[src/core/phy_irq_pkg.sv]
package phy_irq_pkg;

  // register word offsets as printed (0x19 is not a multiple of four)
  localparam logic [7:0] MASK_INDEX = 8'h19;
  localparam logic [7:0] STATUS_INDEX = 8'h1A;
  localparam logic [7:0] MODE_INDEX = 8'h40;
  localparam logic [9:0] MASK_ADDR = {MASK_INDEX, 2'b00};
  localparam logic [9:0] STATUS_ADDR = {STATUS_INDEX, 2'b00};
  localparam logic [9:0] MODE_ADDR = {MODE_INDEX, 2'b00};

  // reset values
  localparam logic [15:0] MASK_RESET = 16'h0000;
  localparam logic [15:0] STATUS_RESET = 16'h0000;
  localparam logic [0:0] MODE_RESET = 1'h0;

  // field positions
  localparam int PIN_ENABLE_BIT = 15;
  localparam int PENDING_BIT = 15;
  localparam int SPEED_BIT = 14;
  localparam int LINK_BIT = 13;
  localparam int DUPLEX_BIT = 12;
  localparam int AN_ERROR_BIT = 11;
  localparam int AN_DONE_BIT = 10;
  localparam int PAGE_BIT = 9;
  localparam int SYMBOL_BIT = 8;
  localparam int LOCK_LOST_BIT = 7;
  localparam int CROSSOVER_BIT = 6;
  localparam int POLARITY_BIT = 5;
  localparam int JABBER_BIT = 4;
  localparam int FALSE_CARRIER_BIT = 3;
  localparam int PARALLEL_BIT = 2;
  localparam int MASTER_SLAVE_BIT = 1;
  localparam int RX_ERROR_BIT = 0;
  localparam int ENERGY_MODE_BIT = 0;

  // synchroniser depth for line events
  localparam int SYNC_STAGES = 2;

  typedef enum logic [2:0] {
    SPEED_10 = 3'h1,
    SPEED_100 = 3'h2,
    SPEED_1000 = 3'h4
  } line_speed_t;

  // raw line events, one bit each, edge-detected by edge_sync after they enter
  typedef struct packed {
    logic speed_change;
    logic link_change;
    logic energy_seen;
    logic duplex_change;
    logic an_error;
    logic an_done;
    logic page_received;
    logic symbol_error;
    logic lock_lost;
    logic crossover_change;
    logic polarity_change;
    logic jabber;
    logic false_carrier;
    logic parallel_error;
    logic master_slave_error;
    logic rx_error;
  } line_events_t;

  // line mode qualifiers
  typedef struct packed {
    logic is_10;
    logic is_100;
    logic is_1000;
    logic an_enabled;
  } line_mode_t;

  typedef enum logic [2:0] {
    BUS_IDLE = 3'h1,
    BUS_WRITE = 3'h2,
    BUS_READ = 3'h4
  } bus_state_t;

endpackage

[src/core/edge_sync.sv]
`timescale 1ns/1ns
`default_nettype none
// two-stage synchroniser plus rising-edge pulse, one per line event
module edge_sync #(
  parameter int WIDTH = 16
) (
  input wire logic hclk,
  input wire logic hresetn,
  input wire logic [WIDTH-1:0] async_in,
  output logic [WIDTH-1:0] pulse
);

  typedef struct packed {
    logic [WIDTH-1:0] meta;
    logic [WIDTH-1:0] sync;
    logic [WIDTH-1:0] last;
    logic [WIDTH-1:0] pulse;
  } sync_state_t;

  sync_state_t cur;
  sync_state_t next_cur;

  // refused at elaboration: a zero-wide bank has nothing to synchronise
  if (WIDTH < 1)
  begin
    $error("edge_sync width must be positive");
  end

  // meta is read only by sync; edges are seen on sync vs last
  always_comb
  begin
    next_cur = cur;
    next_cur.meta = async_in;
    next_cur.sync = cur.meta;
    next_cur.last = cur.sync;
    next_cur.pulse = cur.sync & ~cur.last;
  end

  always_ff @(posedge hclk or negedge hresetn)
  begin
    if (!hresetn)
    begin
      cur <= '0;
    end
    else
    begin
      cur <= next_cur;
    end
  end

  assign pulse = cur.pulse;

endmodule
`default_nettype wire

[src/core/phy_interrupt_mask_status.sv]
// Functional notes
// - pin-enable one lets the pending summary drive the interrupt pin
// - pin-enable zero: status bits still set, pin never asserted
// - interrupt pin low only when pin-enable and pending are both one
// - pending summary reads one while unacknowledged; cleared by status read
// - speed change sets status 14 only when mask 14; read clears
// - mask 13 gates energy-detect if mode bit set, else link change
// - mask 12 duplex, 11 negotiation error, 10 negotiation done
// - mask 9 page received, 8 symbol error, 7 lock lost
// - page, symbol, lock-lost, false-carrier only at 100 or 1000
// - mask 6 crossover change, only while auto-negotiation enabled
// - mask 5 polarity change, mask 4 jabber, jabber only at 10
// - jabber never raised at 100 or 1000
// - mask 3 false carrier, mask 2 parallel-detect error
// - mask 1 master/slave error, only at 1000
// - mask 0 enables receive-error event
// - status 13 from energy or link change per mode bit, mask needed
// - status bits 12 to 1 set only if mask bit set; read clears
//
// The AHB-Lite register port is this design's own decision.
`timescale 1ns/1ns
`default_nettype none
module phy_interrupt_mask_status #(
  parameter int EVENT_COUNT = 16
) (
  input wire logic hclk,
  input wire logic hresetn,
  input wire logic hsel,
  input wire logic [31:0] haddr,
  input wire logic [1:0] htrans,
  input wire logic hwrite,
  input wire logic [2:0] hsize,
  input wire logic [31:0] hwdata,
  input wire logic hready,
  output logic [31:0] hrdata,
  output logic hreadyout,
  output logic hresp,
  input wire phy_irq_pkg::line_events_t line_events,
  input wire phy_irq_pkg::line_mode_t line_mode,
  output logic mgmt_irq_out_n,
  output logic irq
);

  typedef struct packed {
    phy_irq_pkg::bus_state_t bus;
    logic [9:0] addr;
    logic [15:0] mask;
    logic [15:0] status;
    logic [0:0] mode;
    phy_irq_pkg::line_mode_t lmode;
    phy_irq_pkg::line_mode_t lmode_meta;
    logic [31:0] rdata;
    logic irq_n;
    logic irq;
  } blk_state_t;

  blk_state_t cur;
  blk_state_t next_cur;
  phy_irq_pkg::line_events_t ev;
  logic [15:0] raw;
  logic [15:0] qual;
  logic [15:0] hits;
  logic [15:0] held;
  logic take;
  logic status_read;

  // the status map and the event struct are fixed at sixteen sources
  if (EVENT_COUNT != 16)
  begin
    $error("event count must be 16");
  end

  // edge_sync holds exactly two stages ahead of its edge detector
  if (phy_irq_pkg::SYNC_STAGES != 2)
  begin
    $error("line synchroniser depth must be two");
  end

  // pins from the line pass two synchroniser flip-flops and a registered edge pulse before use
  edge_sync #(
    .WIDTH(16)
  ) u_sync (
    .hclk(hclk),
    .hresetn(hresetn),
    .async_in(line_events),
    .pulse(ev)
  );

  // map events to status positions; bit 15 carries no event
  always_comb
  begin
    raw = '0;
    raw[phy_irq_pkg::SPEED_BIT] = ev.speed_change;
    raw[phy_irq_pkg::LINK_BIT] = cur.mode[phy_irq_pkg::ENERGY_MODE_BIT] ?
                                 ev.energy_seen : ev.link_change;
    raw[phy_irq_pkg::DUPLEX_BIT] = ev.duplex_change;
    raw[phy_irq_pkg::AN_ERROR_BIT] = ev.an_error;
    raw[phy_irq_pkg::AN_DONE_BIT] = ev.an_done;
    raw[phy_irq_pkg::PAGE_BIT] = ev.page_received;
    raw[phy_irq_pkg::SYMBOL_BIT] = ev.symbol_error;
    raw[phy_irq_pkg::LOCK_LOST_BIT] = ev.lock_lost;
    raw[phy_irq_pkg::CROSSOVER_BIT] = ev.crossover_change;
    raw[phy_irq_pkg::POLARITY_BIT] = ev.polarity_change;
    raw[phy_irq_pkg::JABBER_BIT] = ev.jabber;
    raw[phy_irq_pkg::FALSE_CARRIER_BIT] = ev.false_carrier;
    raw[phy_irq_pkg::PARALLEL_BIT] = ev.parallel_error;
    raw[phy_irq_pkg::MASTER_SLAVE_BIT] = ev.master_slave_error;
    raw[phy_irq_pkg::RX_ERROR_BIT] = ev.rx_error;
  end

  // mode qualifiers: sources that mean nothing in the current mode are dropped
  always_comb
  begin
    qual = 16'hFFFF;
    qual[phy_irq_pkg::PAGE_BIT] = cur.lmode.is_100 | cur.lmode.is_1000;
    qual[phy_irq_pkg::SYMBOL_BIT] = cur.lmode.is_100 | cur.lmode.is_1000;
    qual[phy_irq_pkg::LOCK_LOST_BIT] = cur.lmode.is_100 | cur.lmode.is_1000;
    qual[phy_irq_pkg::FALSE_CARRIER_BIT] = cur.lmode.is_100 | cur.lmode.is_1000;
    qual[phy_irq_pkg::CROSSOVER_BIT] = cur.lmode.an_enabled;
    qual[phy_irq_pkg::JABBER_BIT] = cur.lmode.is_10;
    qual[phy_irq_pkg::MASTER_SLAVE_BIT] = cur.lmode.is_1000;
    qual[phy_irq_pkg::PENDING_BIT] = 1'b0;
  end

  // each source is gated by its own mask bit
  assign hits = raw & qual & cur.mask;

  // a status read is the data phase of a read of the status word
  assign status_read = (cur.bus == phy_irq_pkg::BUS_READ) &&
                       (cur.addr == phy_irq_pkg::STATUS_ADDR);
  assign take = hsel && hready && htrans[1];

  // bits cleared by a read, but an event in the same cycle survives
  assign held = status_read ? 16'h0000 : cur.status;

  // bus slave, register file and interrupt pin
  always_comb
  begin
    next_cur = cur;
    next_cur.lmode_meta = line_mode;
    next_cur.lmode = cur.lmode_meta;
    next_cur.status[14:0] = held[14:0] | hits[14:0];
    next_cur.status[phy_irq_pkg::PENDING_BIT] =
      (held[phy_irq_pkg::PENDING_BIT] | (|hits[14:0]));
    next_cur.rdata = cur.rdata;
    case (cur.bus)
      phy_irq_pkg::BUS_IDLE:
      begin
        next_cur.bus = phy_irq_pkg::BUS_IDLE;
      end
      phy_irq_pkg::BUS_WRITE:
      begin
        next_cur.bus = phy_irq_pkg::BUS_IDLE;
        if (cur.addr == phy_irq_pkg::MASK_ADDR)
        begin
          next_cur.mask = hwdata[15:0];
        end
        else if (cur.addr == phy_irq_pkg::MODE_ADDR)
        begin
          next_cur.mode = hwdata[0:0];
        end
      end
      phy_irq_pkg::BUS_READ:
      begin
        next_cur.bus = phy_irq_pkg::BUS_IDLE;
      end
      default:
      begin
        next_cur.bus = phy_irq_pkg::BUS_IDLE;
      end
    endcase
    if (take)
    begin
      next_cur.addr = haddr[9:0];
      next_cur.bus = hwrite ? phy_irq_pkg::BUS_WRITE : phy_irq_pkg::BUS_READ;
      // read data captured at address phase; status reads its live value
      if (!hwrite)
      begin
        if (haddr[9:0] == phy_irq_pkg::MASK_ADDR)
        begin
          next_cur.rdata = {16'h0000, next_cur.mask};
        end
        else if (haddr[9:0] == phy_irq_pkg::STATUS_ADDR)
        begin
          next_cur.rdata = {16'h0000, next_cur.status};
        end
        else if (haddr[9:0] == phy_irq_pkg::MODE_ADDR)
        begin
          next_cur.rdata = {31'h00000000, next_cur.mode};
        end
        else
        begin
          next_cur.rdata = 32'h00000000;
        end
      end
    end
    // pin is NAND of pin-enable and pending summary
    next_cur.irq_n = ~(next_cur.mask[phy_irq_pkg::PIN_ENABLE_BIT] &
                       next_cur.status[phy_irq_pkg::PENDING_BIT]);
    next_cur.irq = |(next_cur.status[14:0] & next_cur.mask[14:0]);
  end

  always_ff @(posedge hclk or negedge hresetn)
  begin
    if (!hresetn)
    begin
      cur.bus <= phy_irq_pkg::BUS_IDLE;
      cur.addr <= 10'h000;
      cur.mask <= phy_irq_pkg::MASK_RESET;
      cur.status <= phy_irq_pkg::STATUS_RESET;
      cur.mode <= phy_irq_pkg::MODE_RESET;
      cur.lmode <= '0;
      cur.lmode_meta <= '0;
      cur.rdata <= 32'h00000000;
      cur.irq_n <= 1'b1;
      cur.irq <= 1'b0;
    end
    else
    begin
      cur <= next_cur;
    end
  end

  assign hrdata = cur.rdata;
  assign hreadyout = 1'b1;
  assign hresp = 1'b0;
  assign mgmt_irq_out_n = cur.irq_n;
  assign irq = cur.irq;

  // pin low exactly when enable and pending both one
  chk_pin_nand: assert property (@(posedge hclk) disable iff (!hresetn)
    !mgmt_irq_out_n == (cur.mask[15] && cur.status[15]))
    else $error("interrupt pin disagrees with enable and pending");
  chk_pin_disabled: assert property (@(posedge hclk) disable iff (!hresetn)
    !cur.mask[15] |-> mgmt_irq_out_n)
    else $error("pin asserted while pin-enable clear");
  chk_pin_follows: assert property (@(posedge hclk) disable iff (!hresetn)
    (cur.mask[15] && cur.status[15]) |-> !mgmt_irq_out_n)
    else $error("pin not asserted with pending and enable");

  // status keeps collecting while the pin is disabled
  chk_quiet_pin_sets: assert property (@(posedge hclk) disable iff (!hresetn)
    (!cur.mask[15] && ev.speed_change && cur.mask[14]) |=> cur.status[15])
    else $error("summary not set with pin disabled");

  // summary tracks the individual bits and drops only on a read
  chk_read_clears: assert property (@(posedge hclk) disable iff (!hresetn)
    (status_read && hits == 16'h0000) |=> cur.status == 16'h0000)
    else $error("status not cleared by read");
  chk_summary_set: assert property (@(posedge hclk) disable iff (!hresetn)
    (|hits) |=> cur.status[15])
    else $error("summary not set on event");
  chk_summary_match: assert property (@(posedge hclk) disable iff (!hresetn)
    cur.status[15] == (|cur.status[14:0]))
    else $error("summary disagrees with individual bits");
  chk_pending_sticky: assert property (@(posedge hclk) disable iff (!hresetn)
    (!status_read && cur.status[15]) |=> cur.status[15])
    else $error("summary dropped without a read");

  // writes land at the end of the data phase; status takes none
  chk_mask_write: assert property (@(posedge hclk) disable iff (!hresetn)
    (cur.bus == phy_irq_pkg::BUS_WRITE && cur.addr == phy_irq_pkg::MASK_ADDR) |=>
    cur.mask == $past(hwdata[15:0]))
    else $error("mask write lost");
  chk_mode_write: assert property (@(posedge hclk) disable iff (!hresetn)
    (cur.bus == phy_irq_pkg::BUS_WRITE && cur.addr == phy_irq_pkg::MODE_ADDR) |=>
    cur.mode[0] == $past(hwdata[0]))
    else $error("mode write lost");
  chk_status_no_write: assert property (@(posedge hclk) disable iff (!hresetn)
    (cur.bus == phy_irq_pkg::BUS_WRITE && cur.addr == phy_irq_pkg::STATUS_ADDR &&
    hits == 16'h0000 && cur.status == 16'h0000) |=> cur.status == 16'h0000)
    else $error("status changed by a write");

  // speed and link or energy sources
  chk_speed_set: assert property (@(posedge hclk) disable iff (!hresetn)
    (ev.speed_change && cur.mask[14]) |=> cur.status[14] && cur.status[15])
    else $error("speed event lost");
  chk_masked_quiet: assert property (@(posedge hclk) disable iff (!hresetn)
    (!status_read && !cur.mask[14] && !cur.status[14]) |=> !cur.status[14])
    else $error("masked speed bit set");
  chk_speed_sticky: assert property (@(posedge hclk) disable iff (!hresetn)
    (!status_read && cur.status[14]) |=> cur.status[14])
    else $error("speed bit dropped without a read");
  chk_link_source: assert property (@(posedge hclk) disable iff (!hresetn)
    (cur.mode[0] && ev.energy_seen && cur.mask[13]) |=> cur.status[13])
    else $error("energy event lost");
  chk_link_change: assert property (@(posedge hclk) disable iff (!hresetn)
    (!cur.mode[0] && ev.link_change && cur.mask[13]) |=> cur.status[13])
    else $error("link change event lost");
  chk_link_ignored: assert property (@(posedge hclk) disable iff (!hresetn)
    (cur.mode[0] && !ev.energy_seen && !status_read && !cur.status[13]) |=> !cur.status[13])
    else $error("link change leaked while energy selected");

  // sources that apply in every mode
  chk_duplex_set: assert property (@(posedge hclk) disable iff (!hresetn)
    (ev.duplex_change && cur.mask[12]) |=> cur.status[12])
    else $error("duplex event lost");
  chk_an_error_set: assert property (@(posedge hclk) disable iff (!hresetn)
    (ev.an_error && cur.mask[11]) |=> cur.status[11])
    else $error("negotiation error event lost");
  chk_an_done_set: assert property (@(posedge hclk) disable iff (!hresetn)
    (ev.an_done && cur.mask[10]) |=> cur.status[10])
    else $error("negotiation done event lost");
  chk_polarity_set: assert property (@(posedge hclk) disable iff (!hresetn)
    (ev.polarity_change && cur.mask[5]) |=> cur.status[5])
    else $error("polarity event lost");
  chk_parallel_set: assert property (@(posedge hclk) disable iff (!hresetn)
    (ev.parallel_error && cur.mask[2]) |=> cur.status[2])
    else $error("parallel-detect event lost");
  chk_rx_error_set: assert property (@(posedge hclk) disable iff (!hresetn)
    (ev.rx_error && cur.mask[0]) |=> cur.status[0])
    else $error("receive error event lost");

  // sources that depend on speed or negotiation
  chk_page_set: assert property (@(posedge hclk) disable iff (!hresetn)
    (ev.page_received && cur.mask[9] && (cur.lmode.is_100 || cur.lmode.is_1000)) |=>
    cur.status[9])
    else $error("page event lost");
  chk_symbol_set: assert property (@(posedge hclk) disable iff (!hresetn)
    (ev.symbol_error && cur.mask[8] && (cur.lmode.is_100 || cur.lmode.is_1000)) |=>
    cur.status[8])
    else $error("symbol error event lost");
  chk_lock_set: assert property (@(posedge hclk) disable iff (!hresetn)
    (ev.lock_lost && cur.mask[7] && (cur.lmode.is_100 || cur.lmode.is_1000)) |=>
    cur.status[7])
    else $error("lock-lost event lost");
  chk_carrier_set: assert property (@(posedge hclk) disable iff (!hresetn)
    (ev.false_carrier && cur.mask[3] && (cur.lmode.is_100 || cur.lmode.is_1000)) |=>
    cur.status[3])
    else $error("false carrier event lost");
  chk_slow_quiet: assert property (@(posedge hclk) disable iff (!hresetn)
    (!cur.lmode.is_100 && !cur.lmode.is_1000 && !status_read &&
    (cur.status & 16'h0388) == 16'h0000) |=> (cur.status & 16'h0388) == 16'h0000)
    else $error("fast-only source raised at 10 Mb/s");
  chk_crossover_set: assert property (@(posedge hclk) disable iff (!hresetn)
    (ev.crossover_change && cur.mask[6] && cur.lmode.an_enabled) |=> cur.status[6])
    else $error("crossover event lost");
  chk_crossover_quiet: assert property (@(posedge hclk) disable iff (!hresetn)
    (!cur.lmode.an_enabled && !status_read && !cur.status[6]) |=> !cur.status[6])
    else $error("crossover raised without negotiation");
  chk_jabber_set: assert property (@(posedge hclk) disable iff (!hresetn)
    (ev.jabber && cur.mask[4] && cur.lmode.is_10) |=> cur.status[4])
    else $error("jabber event lost");
  chk_jabber_fast: assert property (@(posedge hclk) disable iff (!hresetn)
    (!cur.lmode.is_10 && !status_read && !cur.status[4]) |=> !cur.status[4])
    else $error("jabber raised outside 10 Mb/s");
  chk_ms_set: assert property (@(posedge hclk) disable iff (!hresetn)
    (ev.master_slave_error && cur.mask[1] && cur.lmode.is_1000) |=> cur.status[1])
    else $error("master/slave event lost");
  chk_ms_only_gig: assert property (@(posedge hclk) disable iff (!hresetn)
    (!cur.lmode.is_1000 && !status_read && !cur.status[1]) |=> !cur.status[1])
    else $error("master/slave raised outside 1000 Mb/s");

  // with no mask bits in 12..1 nothing there can ever set
  chk_unmasked_quiet: assert property (@(posedge hclk) disable iff (!hresetn)
    (!status_read && cur.mask[12:1] == 12'h000 && cur.status[12:1] == 12'h000) |=>
    cur.status[12:1] == 12'h000)
    else $error("status set without its mask bit");

endmodule
`default_nettype wire

[config.mk]
export PLATFORM = sky130hd
export DESIGN_NAME = phy_interrupt_mask_status
export DESIGN_NICKNAME = d
export VERILOG_FILES = /design/src/core/phy_irq_pkg.sv /design/src/core/edge_sync.sv /design/src/core/phy_interrupt_mask_status.sv
export SDC_FILE = /design/constraint.sdc
export NUM_CORES = 1
export LEC_CHECK = 0
export BUFFER_PORTS_ARGS = -buffer_cell sky130_fd_sc_hd__buf_2
export CORE_MARGIN = 2
export CORE_UTILIZATION = 55
export DETAILED_ROUTE_END_ITERATION = 6
export PLACE_DENSITY_LB_ADDON = 0.1
export REMOVE_ABC_BUFFERS = 1
export SETUP_SLACK_MARGIN = 0.05
export SLEW_MARGIN = 20
export SYNTH_ARGS = -nofsm -noshare
export SYNTH_HDL_FRONTEND = slang
export SYNTH_SLANG_ARGS = --single-unit
[constraint.sdc]
create_clock -name hclk -period 3.22 [get_ports hclk]
set_input_delay 0.644 -clock hclk [delete_from_list [all_inputs] [get_ports hclk]]
set_output_delay 0.644 -clock hclk [all_outputs]
set_load 0.005 [all_outputs]
---- Yosys cells after proc, flatten, opt, wreduce, memory -nomap -nowiden ----
Cells that the tools add are included.
word-level totals
  word-level logic and storage cells ...... 57
  register bits after elaboration ......... 152
operators by class
  eq/ne operators ......................... 8
  muxes and demuxes ....................... 12
  reductions and logical operators ........ 6
  bitwise logic cells ..................... 11
operators with widths
  cell                                                                    count
  16-bit 2-to-1 mux                                                       5
  15-bit bitwise AND                                                      3
  10-bit by 7-bit equality test with 1-bit output, second input constant  4
  15-bit OR reduction                                                     2
  10-bit by 9-bit equality test with 1-bit output, second input constant  2
  16-bit bitwise AND                                                      1
  16-bit inverter                                                         1
  15-bit bitwise OR                                                       1
  13-bit 2-to-1 mux                                                       1
  1-bit 2-to-1 mux                                                        5
  3-bit by 2-bit equality test with 1-bit output, second input constant   1
  3-bit equality test, second input constant                              1
  1-bit logical AND                                                       3
  3-bit 2-to-1 mux                                                        1
  1-bit inverter                                                          2
  1-bit bitwise OR                                                        2
  2-bit AND reduction                                                     1
  1-bit bitwise AND                                                       1

---- Logic depth before layout (Yosys ltp) ----
Gate-level depths: netlist of the first run.
  depth after elaboration ................. 7
  depth in mapped cells ................... 7
  depth with buffers taken out ............ 7

---- Hierarchy ----
From an unflattened synthesis of the first run, not the netlist that was laid out.
second synthesis, totals
  cell total of the unflattened synthesis .. 375
  area, all modules ....................... 5197.5 um^2
modules (own cells, without submodules)
  module                     times used  sequential area each (um^2)  area each (um^2)  cells an instance
  phy_interrupt_mask_status  1           1804.2                       3255.6            279
  edge_sync                  1           1601.5                       1941.9            96

---- Worst setup path after synthesis of the first run ----
No wires, ideal clock.
  kind .................................... reg2reg
  start point ............................. register cur[78] (netlist bit)
  end point ............................... register irq (netlist name)
  slack ................................... 1315 ps
  arrival ................................. 1765 ps
  data required time ...................... 3080 ps
  buffers on the path ..................... 1
  cell stages (with the launch flop) ...... 8
  cells stage by stage .................... dfrtp_1 nor4b_4 nand4_4 buf_6 mux2i_2 o22ai_1 nor4_1 nand4_1
RTL lines
  element                 line                              RTL
  start, declared         phy_interrupt_mask_status.sv:57   blk_state_t cur;
  start signal, assigned  phy_interrupt_mask_status.sv:220  cur <= next_cur;

==> metrics, run 1 <==
crit path launch type flip-flop; Crit Path Max Fanout 16; core area 8721 um^2; PostCTS Resize Cnt 0; FP Rows 34; Critical Path Sink Type flip-flop; worst-margin pin slew 0.7546 ns; Post-synth EDFFs 0; Ports 130; final clock skew roughly 0.0074 ns; RSZ-0062 raised after global routing no; Max Buffers Root-to-Sink 2; initial antenna violation count 0; # setup viols final 0; largest net degree at the start of global routing 69; Worst Setup SP cur[78]$_DFFE_PN0P_; die area about 9800 um^2; slowest library cell on the worst path nand4_4; Die X about 99 um; Final min period 2.361 ns; final core occ between 60% and 70%; fmax 0.4236 GHz; ys async rst share 100.0%; Initial Utilization between 50% and 60%; Leakage between 2 and 3 nW; Avg Synthesized Cell Area around 13 um^2; port bufs 69; setup TNS 0 ns; diode count 0; DR DRC count 0; most common cell after layout, fill and taps aside dfrtp_1; Netlist cell types 37; Fin. Hold Viols 0; yosys warns 0; Final WS setup around 0.86 ns; predominant post-synthesis flop cell dfrtp_1; Pwr Density approximately 670 nW/um^2; WL/cell 15.53 um; status complete, no violations; TritonRoute pass-1 iters 4; Slew Limit Fails 0; Post-CTS Setup Inserts 0; max cap viols 0; Overflow after GRT 0; Syn Inst Count 384; Slew HR between 40 and 50%; hold crit path type input port to asynchronous set/reset pin; CTS tree built; CTS root buffer clkbuf_8; H-tree levels 4; Final Net Count about 550; Detailed Route WL just under 9 mm; critical path's largest stage delay around 0.45 ns; Die Span Y between 90 and 100 um; Worst-path clk slew 0.06 ns; synthesis-to-layout area growth 17.98%; GRT Total Usage between 10% and 20%; Crit path max-delay family simple AND/OR/NAND/NOR gates; CP cell instances nor4b_4 -> nand4_4 -> mux2i_1 -> o22ai_1 -> nor4_1 -> nand4_1; total CTS buffers 17; post-detail-place hpwl a little under 6 mm; global-route wire length before repair 15.00 mm; DR vias/cell a little over 5; clk sink count 136; critical register-to-register path startpoint cur[78]$_DFFE_PN0P_; post-route ant nets 0; pre-CTS setup slack between 0.8 and 0.9 ns; crit path DAT approximately 2.7 ns; hold buffers post-CTS 0; post-synthesis cell area roughly 5000 um^2; commonest cells after routing, fill and taps aside dfrtp_1, buf_2, nand2_1; period utilisation layout 73.32%; Tot Pwr 3.938 mW; Seq/Total Area, Yosys between 60 and 70%; layout cell share with drive strength beyond 1 27.53%; first-iteration detailed-routing DRC count between 100 and 150; Buf/Inv on CP 0; routability cong. about 0.85; Clock Latency Late Sink 0.51 ns; via count approximately 3000; CP required around 3.6 ns; vias in the first global route slightly above 3000; VDD IR-drop max 374.2 uV; register bit total from synthesis around 140; CP Class flip-flop to flip-flop
## final timing paths
kind / end / slack [ns] / depth (start not counted)
min in group hclk: u_sync.cur[54]$_DFF_PN0_ / 0.23 / 1
worst max-delay path: irq$_DFF_PN0_ / 0.86 / 6
worst min register to register: u_sync.cur[34]$_DFF_PN0_ / 0.34 / 0
worst max register to register: irq$_DFF_PN0_ / 0.86 / 6
max in group asynchronous: irq$_DFF_PN0_ / 2.34 / 2
worst min-delay path: cur[82]$_DFFE_PN0P_ / 0.12 / 1
## worst register-to-register path, cell delays in order (launching register included)
cell and delay, ns:
dfrtp_1 0.42, nor4b_4 0.37, nand4_4 0.45, mux2i_1 0.41, o22ai_1 0.19, nor4_1 0.28, nand4_1 0.11
## power by group
| group | internal, mW | switching, mW |
|---|---|---|
| Combinational | 0.0751 | 0.0969 |
| Clock | 1.21 | 0.716 |
| Sequential | 1.80 | 0.0462 |
## metrics by stage
stage / cells / hold WS [ns] / area (um^2)
floorplan: 357 / 0.3312 / 4722
global placement: 541 / 0.3313 / 5261
detailed placement: 541 / 0.3347 / 5261
CTS: 573 / 0.1315 / 5862
global route: 573 / 0.1544 / 5862
finish: 573 / 0.1152 / 5862
## Yosys cell counts, types with 2 or more instances
cell      count  area, um^2
mux2i_2       2       27.53
buf_4        34       255.2
dfrtp_1     134        3353
nand4_1       6       37.54
nor3b_1       2       15.01
conb_1        2       7.510
a22o_1        3       26.28
dfstp_2       2       52.55
nor2b_1      19       118.9
a21oi_1      20       100.1
clkbuf_1      6       22.52
nand2_1      28       105.1
mux2i_1      13       130.1
a222oi_1      2       20.02
a22oi_1       8       60.06
nor2_1       18       67.56
nand3_1       4       20.02
nor4_1        3       18.77
mux2_2       13       146.4
nor3_1        3       15.01
inv_1        25       93.84
o22ai_1       4       25.02
o21ai_0      19       95.09
## layer usage
layer	share of wire, %	global-route usage [%]
met5	0	0
met4	0.97	8.114
met3	7.3	5.390
met2	50	31.65
met1	42	26.53
## logic make-up (layout without fill, tap and decap cells)
family                 Yosys count  in the layout  share of synthesized area [%]
DFF                            136            136                          68.55
other                            2             18                         0.1512
muxes                           28             28                          6.119
and+or+nand+nor                 91             91                          9.997
buffers and inverters           68            133                          8.058
AOI/OAI and AO/OA               59             59                          7.127
## layout make-up
type | count | area, um^2
clock buffers | 19 | 431.7
clock inverters | 13 | 168.9
fillers | 653 | 2859
inverters | 25 | 93.84
multi-input cells | 196 | 1222
flip-flops and latches | 136 | 3406
well taps | 108 | 135.1
repair buffers | 76 | 404.1
## sequential cells by signal (all words and copies together), names as in the netlist
signal,count
cur,54
u_sync.pulse,16
u_sync.cur,48
irq,1
hrdata,16
mgmt_irq_out_n,1
(Power assumes the default switching activity.)
==> run 2: changes to the inputs <==
--- a/config.mk
+++ b/config.mk
@@ -7,7 +7,7 @@
 export LEC_CHECK = 0
 export BUFFER_PORTS_ARGS = -buffer_cell sky130_fd_sc_hd__buf_2
 export CORE_MARGIN = 2
-export CORE_UTILIZATION = 55
+export CORE_UTILIZATION = 52
 export DETAILED_ROUTE_END_ITERATION = 6
 export PLACE_DENSITY_LB_ADDON = 0.1
 export REMOVE_ABC_BUFFERS = 1
==> constraint.sdc (replaced) <==
create_clock -name hclk -period 2.5 [get_ports hclk]
set_input_delay 0.5 -clock hclk [delete_from_list [all_inputs] [get_ports hclk]]
set_output_delay 0.5 -clock hclk [all_outputs]
set_load 0.005 [all_outputs]
==> run 2 against run 1 <==
Against the previous run: clock skew decreased by 0.00094 ns; clock-buffer cell count increased by 1; power increased by 24%; clock power increased by 20%; final cell count increased by 4.4%; sequential share of layout area decreased by 0.31 points; worst setup slack got worse by 0.51 ns; critical path depth unchanged; die area increased by 5.5%; critical endpoint unchanged; global-route usage decreased by 1.5 points; routed wire length decreased by 2.0%; combinational power increased by 31%.
==> metrics, run 2 (synthesis gave the netlist of run 1 again) <==
status complete, no violations; Cell Area, Placed 5323 um^2; period utilisation layout ~86%; vias in the first global route 2904; routability cong. a little under 0.8; Leakage 2.873 nW; Critical Path Sink Type flip-flop; largest registers cur: 54 flops, u_sync.cur: 48 flops; Die Span Y about 100 um; Hold Crit Start line_events[2]; core area around 9000 um^2; Final min period ~2.2 ns; CP Class flip-flop to flip-flop; DR DRC count 0; CP required 2.87 ns; CTS root buffer clkbuf_8; FP Rows 35; # setup viols final 0; post-route ant nets 0; Fin. Hold Viols 0; Biggest register cur; DR vias/cell about 4.8; diode count 0; Slew HR about three fifths; clk sink count about 140; critical register-to-register path startpoint cur[76]$_DFFE_PN0P_; VDD IR-drop max around 650 uV; Worst Reg2Reg Path Length in Cells 6; worst-margin pin slew between 0.5 and 0.6 ns; Clock Latency Late Sink 0.51 ns; Final Net Count between 500 and 600; largest net degree at the start of global routing between 60 and 70; Worst-path clk slew ~0.060 ns; total CTS buffers 17; synthesis-to-layout area growth 18.61%; Detailed Route WL around 8.7 mm; max cap viols 0; Initial Utilization about 54%; Max Buffers Root-to-Sink 2; RSZ-0062 raised after global routing no; Finished Layout Cells 598; R2R Setup Slk between 0.3 and 0.4 ns; crit path DAT about 2.5 ns; WHS Path Cells 1; Tot Pwr between 4 and 5 mW; reg2reg end irq$_DFF_PN0_; first-iteration detailed-routing DRC count 134; H-tree levels 4; most common cell after layout, fill and taps aside dfrtp_1; Pwr Density ~830 nW/um^2; global-route wire length before repair approximately 14 mm; initial antenna violation count 0; number of flip-flops in the largest register between 50 and 60; die area slightly above 10000 um^2; Die X between 100 and 150 um; CTS tree built; final core occ a little under two thirds; PostCTS Resize Cnt 0; setup TNS 0 ns; WL/cell approximately 15 um; layout cell share with drive strength beyond 1 between 20% and 30%; Ports 130; crit path launch type flip-flop; TritonRoute pass-1 iters 7; dpl cells between 500 and 600; Crit Path Max Fanout 12; hold crit path type input port to flip-flop; fmax around 0.46 GHz; Overflow after GRT 0; Design Area, Final 5893 um^2; GRT Total Usage 18.54%; via count 2890; Slew Limit Fails 0; commonest cells after routing, fill and taps aside dfrtp_1, buf_2, nand2_1; post-detail-place hpwl around 5.9 mm; final clock skew approximately 0.0065 ns; port bufs between 60 and 70; Hold EP u_sync.cur[50]$_DFF_PN0_
-- run 2: metrics by stage --
step                      hold WS [ns]  setup slack, ns
final                          0.08856           0.3452
after CTS                      0.06769           0.3331
after floorplan                 0.2044           0.5052
after global placement          0.3312           0.3594
after global routing           0.05517           0.1937
after detailed placement        0.3347           0.3498
-- run 2: worst max path at each step --
stage | startpoint | endpoint | slack, ns | cells past startpoint
6_report | cur[76]$_DFFE_PN0P_ | irq$_DFF_PN0_ | 0.35 | 6
4_1_cts | cur[78]$_DFFE_PN0P_ | irq$_DFF_PN0_ | 0.33 | 6
3_3_place_gp | cur[76]$_DFFE_PN0P_ | irq$_DFF_PN0_ | 0.36 | 6
2_1_floorplan | cur[85]$_DFF_PN1_ | hrdata[15]$_DFFE_PN0P_ | 0.51 | 6
5_1_grt | cur[78]$_DFFE_PN0P_ | irq$_DFF_PN0_ | 0.19 | 7
3_5_place_dp | cur[78]$_DFFE_PN0P_ | irq$_DFF_PN0_ | 0.35 | 6
-- run 2: metal layers --
| layer | up-vias | routed length (um) | GRT usage, % |
|---|---|---|---|
| li1 | 1388 | - | - |
| met1 | 1414 | 3894 | 24.96 |
| met2 | 75 | 4290 | 28.49 |
| met3 | 13 | 419 | 6.004 |
| met4 | 0 | 114 | 6.757 |
| met5 | - | 0 | 0 |
-- run 2: critical path: stages (launching register included) --
cell	delay [ns]
dfrtp_1	0.40
nor3b_1	0.39
nand4_4	0.14
buf_4	0.24
mux2_2	0.31
a222oi_1	0.40
nand4_1	0.13
-- run 2: repair_timing --
| item | 4_1_cts | 5_1_grt |
|---|---|---|
| endpoints found under the setup margin | 0 | 0 |
| hold buffers | 1 | 0 |
| endpoints found under the hold margin | 60 | 0 |
| buffers inserted | 0 | 0 |
-- run 2: power by group --
part           switching [mW]  internal [mW]  leakage (nW)
sequential             0.0580           2.31          1.60
combinational           0.126         0.0998          1.01
clock                   0.916           1.38         0.269
-- run 2: area by class of cell --
cell class                      instances  area (um^2)
Inverter                               25        93.84
Tap cell                              129        161.4
Clock inverter                         12        115.1
Fill cell                             734         3347
Sequential cell                       136         3406
Clock buffer                           20        445.4
Multi-Input combinational cell        196         1222
Timing Repair Buffer                   80        449.2
==> run 3: changes to the inputs <==
--- a/config.mk
+++ b/config.mk
@@ -7,9 +7,10 @@
 export LEC_CHECK = 0
 export BUFFER_PORTS_ARGS = -buffer_cell sky130_fd_sc_hd__buf_2
 export CORE_MARGIN = 2
-export CORE_UTILIZATION = 52
+export CORE_UTILIZATION = 45
 export DETAILED_ROUTE_END_ITERATION = 6
 export PLACE_DENSITY_LB_ADDON = 0.1
+export RECOVER_POWER = 25
 export REMOVE_ABC_BUFFERS = 1
 export SETUP_SLACK_MARGIN = 0.05
 export SLEW_MARGIN = 20
==> run 3 against run 2 <==
Against the previous run: critical path depth rose by 1; worst setup slack improved by 0.030 ns; register-to-register slack improved by 0.03 ns; clock-buffer cell count rose by 4; sequential share of layout area fell by 1.1 points; first-iteration DRC count fell by 31%; die area rose by 15%; power rose by 6.2%; largest cell class unchanged; largest power group is now clock; critical endpoint unchanged; non-clock buffer count rose by 3.
==> metrics, run 3 (synthesis gave the netlist of run 1 again) <==
status complete, no violations; total CTS buffers 17; Final WS setup approximately 0.38 ns; post-detail-place hpwl 5.959 mm; clk sink count between 100 and 150; Comb pwr share approximately 4.4%; number of flip-flops in the largest register 54; CTS tree built; worst-margin pin slew 0.5934 ns; global-route wire length before repair 14.75 mm; diode count 0; WL/cell 14.70 um; hold crit path type input port to flip-flop; Leakage ~2.9 nW; port bufs 69; DR DRC count 0; crit path launch type flip-flop; fmax around 0.47 GHz; Final min period between 2 and 2.5 ns; routability cong. around 0.82; post-route ant nets 0; period utilisation layout a little over four fifths; core area between 10000 and 15000 um^2; commonest cells after routing, fill and taps aside dfrtp_1, buf_2, nand2_1; die area 11900 um^2; synthesis-to-layout area growth 21.00%; Overflow after GRT 0; Pwr Density 865.0 nW/um^2; largest registers cur: 54 flops, u_sync.cur: 48 flops; layout cell share with drive strength beyond 1 ~28%; Worst Reg2Reg Path Length in Cells 7; vias in the first global route 3008; Initial Utilization a little under half; Die X 109.1 um; initial antenna violation count 0; Hold Crit Start line_events[10]; final clock skew ~0.009 ns; Hold EP u_sync.cur[58]$_DFF_PN0_; dpl cells between 500 and 600; Biggest register cur; DR vias/cell between 4 and 5; Detailed Route WL around 9.0 mm; Crit Path Max Fanout 10; hold_ws roughly 0.085 ns; largest net degree at the start of global routing 65; Max Buffers Root-to-Sink 2; Critical Path Sink Type flip-flop; Ports 130; Switching Share between 10% and 20%; Fin. Hold Viols 0; TritonRoute pass-1 iters 4; via count approximately 2900; Slew HR roughly 60%; P_sw between 1 and 1.5 mW; Final Net Count between 500 and 600; Slew Limit Fails 0; CP Class flip-flop to flip-flop; critical register-to-register path startpoint cur[76]$_DFFE_PN0P_; CTS root buffer clkbuf_8; WHS Path Cells 1; GRT Total Usage 16.97%; reg2reg end irq$_DFF_PN0_; Clock Latency Late Sink ~0.52 ns; Die Span Y approximately 110 um; Finished Layout Cells 612; Tot Pwr approximately 5.2 mW; FP Rows 38; first-iteration detailed-routing DRC count 93; H-tree levels 4; CP required roughly 2.9 ns; crit path DAT 2.50 ns; R2R Setup Slk around 0.38 ns; Power Internal between 4 and 5 mW; RSZ-0062 raised after global routing no; max cap viols 0; # setup viols final 0; setup TNS 0 ns; Post-CTS Setup Inserts 0; most common cell after layout, fill and taps aside dfrtp_1; pre-CTS setup slack 0.3572 ns; Clk network pwr share 50.0%; Worst-path clk slew around 0.060 ns; Sequential Power Share roughly 46%; VDD IR-drop max 521.2 uV
## run 3: worst max path at each step
| stage | end | depth (start not counted) | start | slack, ns |
|---|---|---|---|---|
| detailed placement | irq$_DFF_PN0_ | 7 | cur[76]$_DFFE_PN0P_ | 0.36 |
| global placement | irq$_DFF_PN0_ | 6 | cur[76]$_DFFE_PN0P_ | 0.41 |
| global route | irq$_DFF_PN0_ | 7 | cur[76]$_DFFE_PN0P_ | 0.11 |
| CTS | irq$_DFF_PN0_ | 7 | cur[76]$_DFFE_PN0P_ | 0.34 |
| floorplan | hrdata[15]$_DFFE_PN0P_ | 6 | cur[85]$_DFF_PN1_ | 0.51 |
| finish | irq$_DFF_PN0_ | 7 | cur[76]$_DFFE_PN0P_ | 0.38 |
## run 3: layer usage
layer / up-vias / global-route usage [%] / routed length (um)
met5: - / 0 / 0
met4: 0 / 8.059 / 146
met3: 14 / 5.858 / 465
met2: 76 / 24.93 / 4224
met1: 1420 / 22.63 / 4163
li1: 1392 / - / -
## run 3: final cells by class
type | instances | area, um^2
tap | 140 | 175.2
timing repair buffer | 83 | 484.2
inverter | 25 | 93.84
clock inverter | 8 | 140.1
clock buffer | 24 | 490.5
fill | 938 | 4781
multi-input combinational | 196 | 1222
sequential | 136 | 3406
## run 3: power groups by stage
| stage | clock network [mW] | registers [mW] | logic, mW |
|---|---|---|---|
| after floorplan | 0 | 2.39 | 0.108 |
| after global placement | 0 | 2.41 | 0.230 |
| after detailed placement | 0 | 2.41 | 0.234 |
| after CTS | 2.67 | 2.37 | 0.237 |
| after global routing | 2.77 | 2.39 | 0.262 |
| final | 2.60 | 2.37 | 0.231 |
## run 3: repair_timing
action,in CTS,in global routing
hold buffers,1,0
endpoints found under the setup margin,0,0
endpoints found under the hold margin,60,0
gates resized for setup,0,0
## run 3: worst max-delay path, stage by stage, from the launching register on
cell and delay (ns):
dfrtp_1 0.40, nor3_1 0.29, nand4_1 0.23, buf_4 0.24
a32oi_1 0.21, o22ai_1 0.16, nor4_1 0.34, nand4_1 0.12
## run 3: per-stage QoR
stage / utilization [%] / area, um^2
2_1_floorplan: - / 4722
3_3_place_gp: 49.77 / 5371
3_5_place_dp: 49.77 / 5371
4_1_cts: 55.70 / 6012
5_1_grt: 55.70 / 6012
6_report: 55.70 / 6012
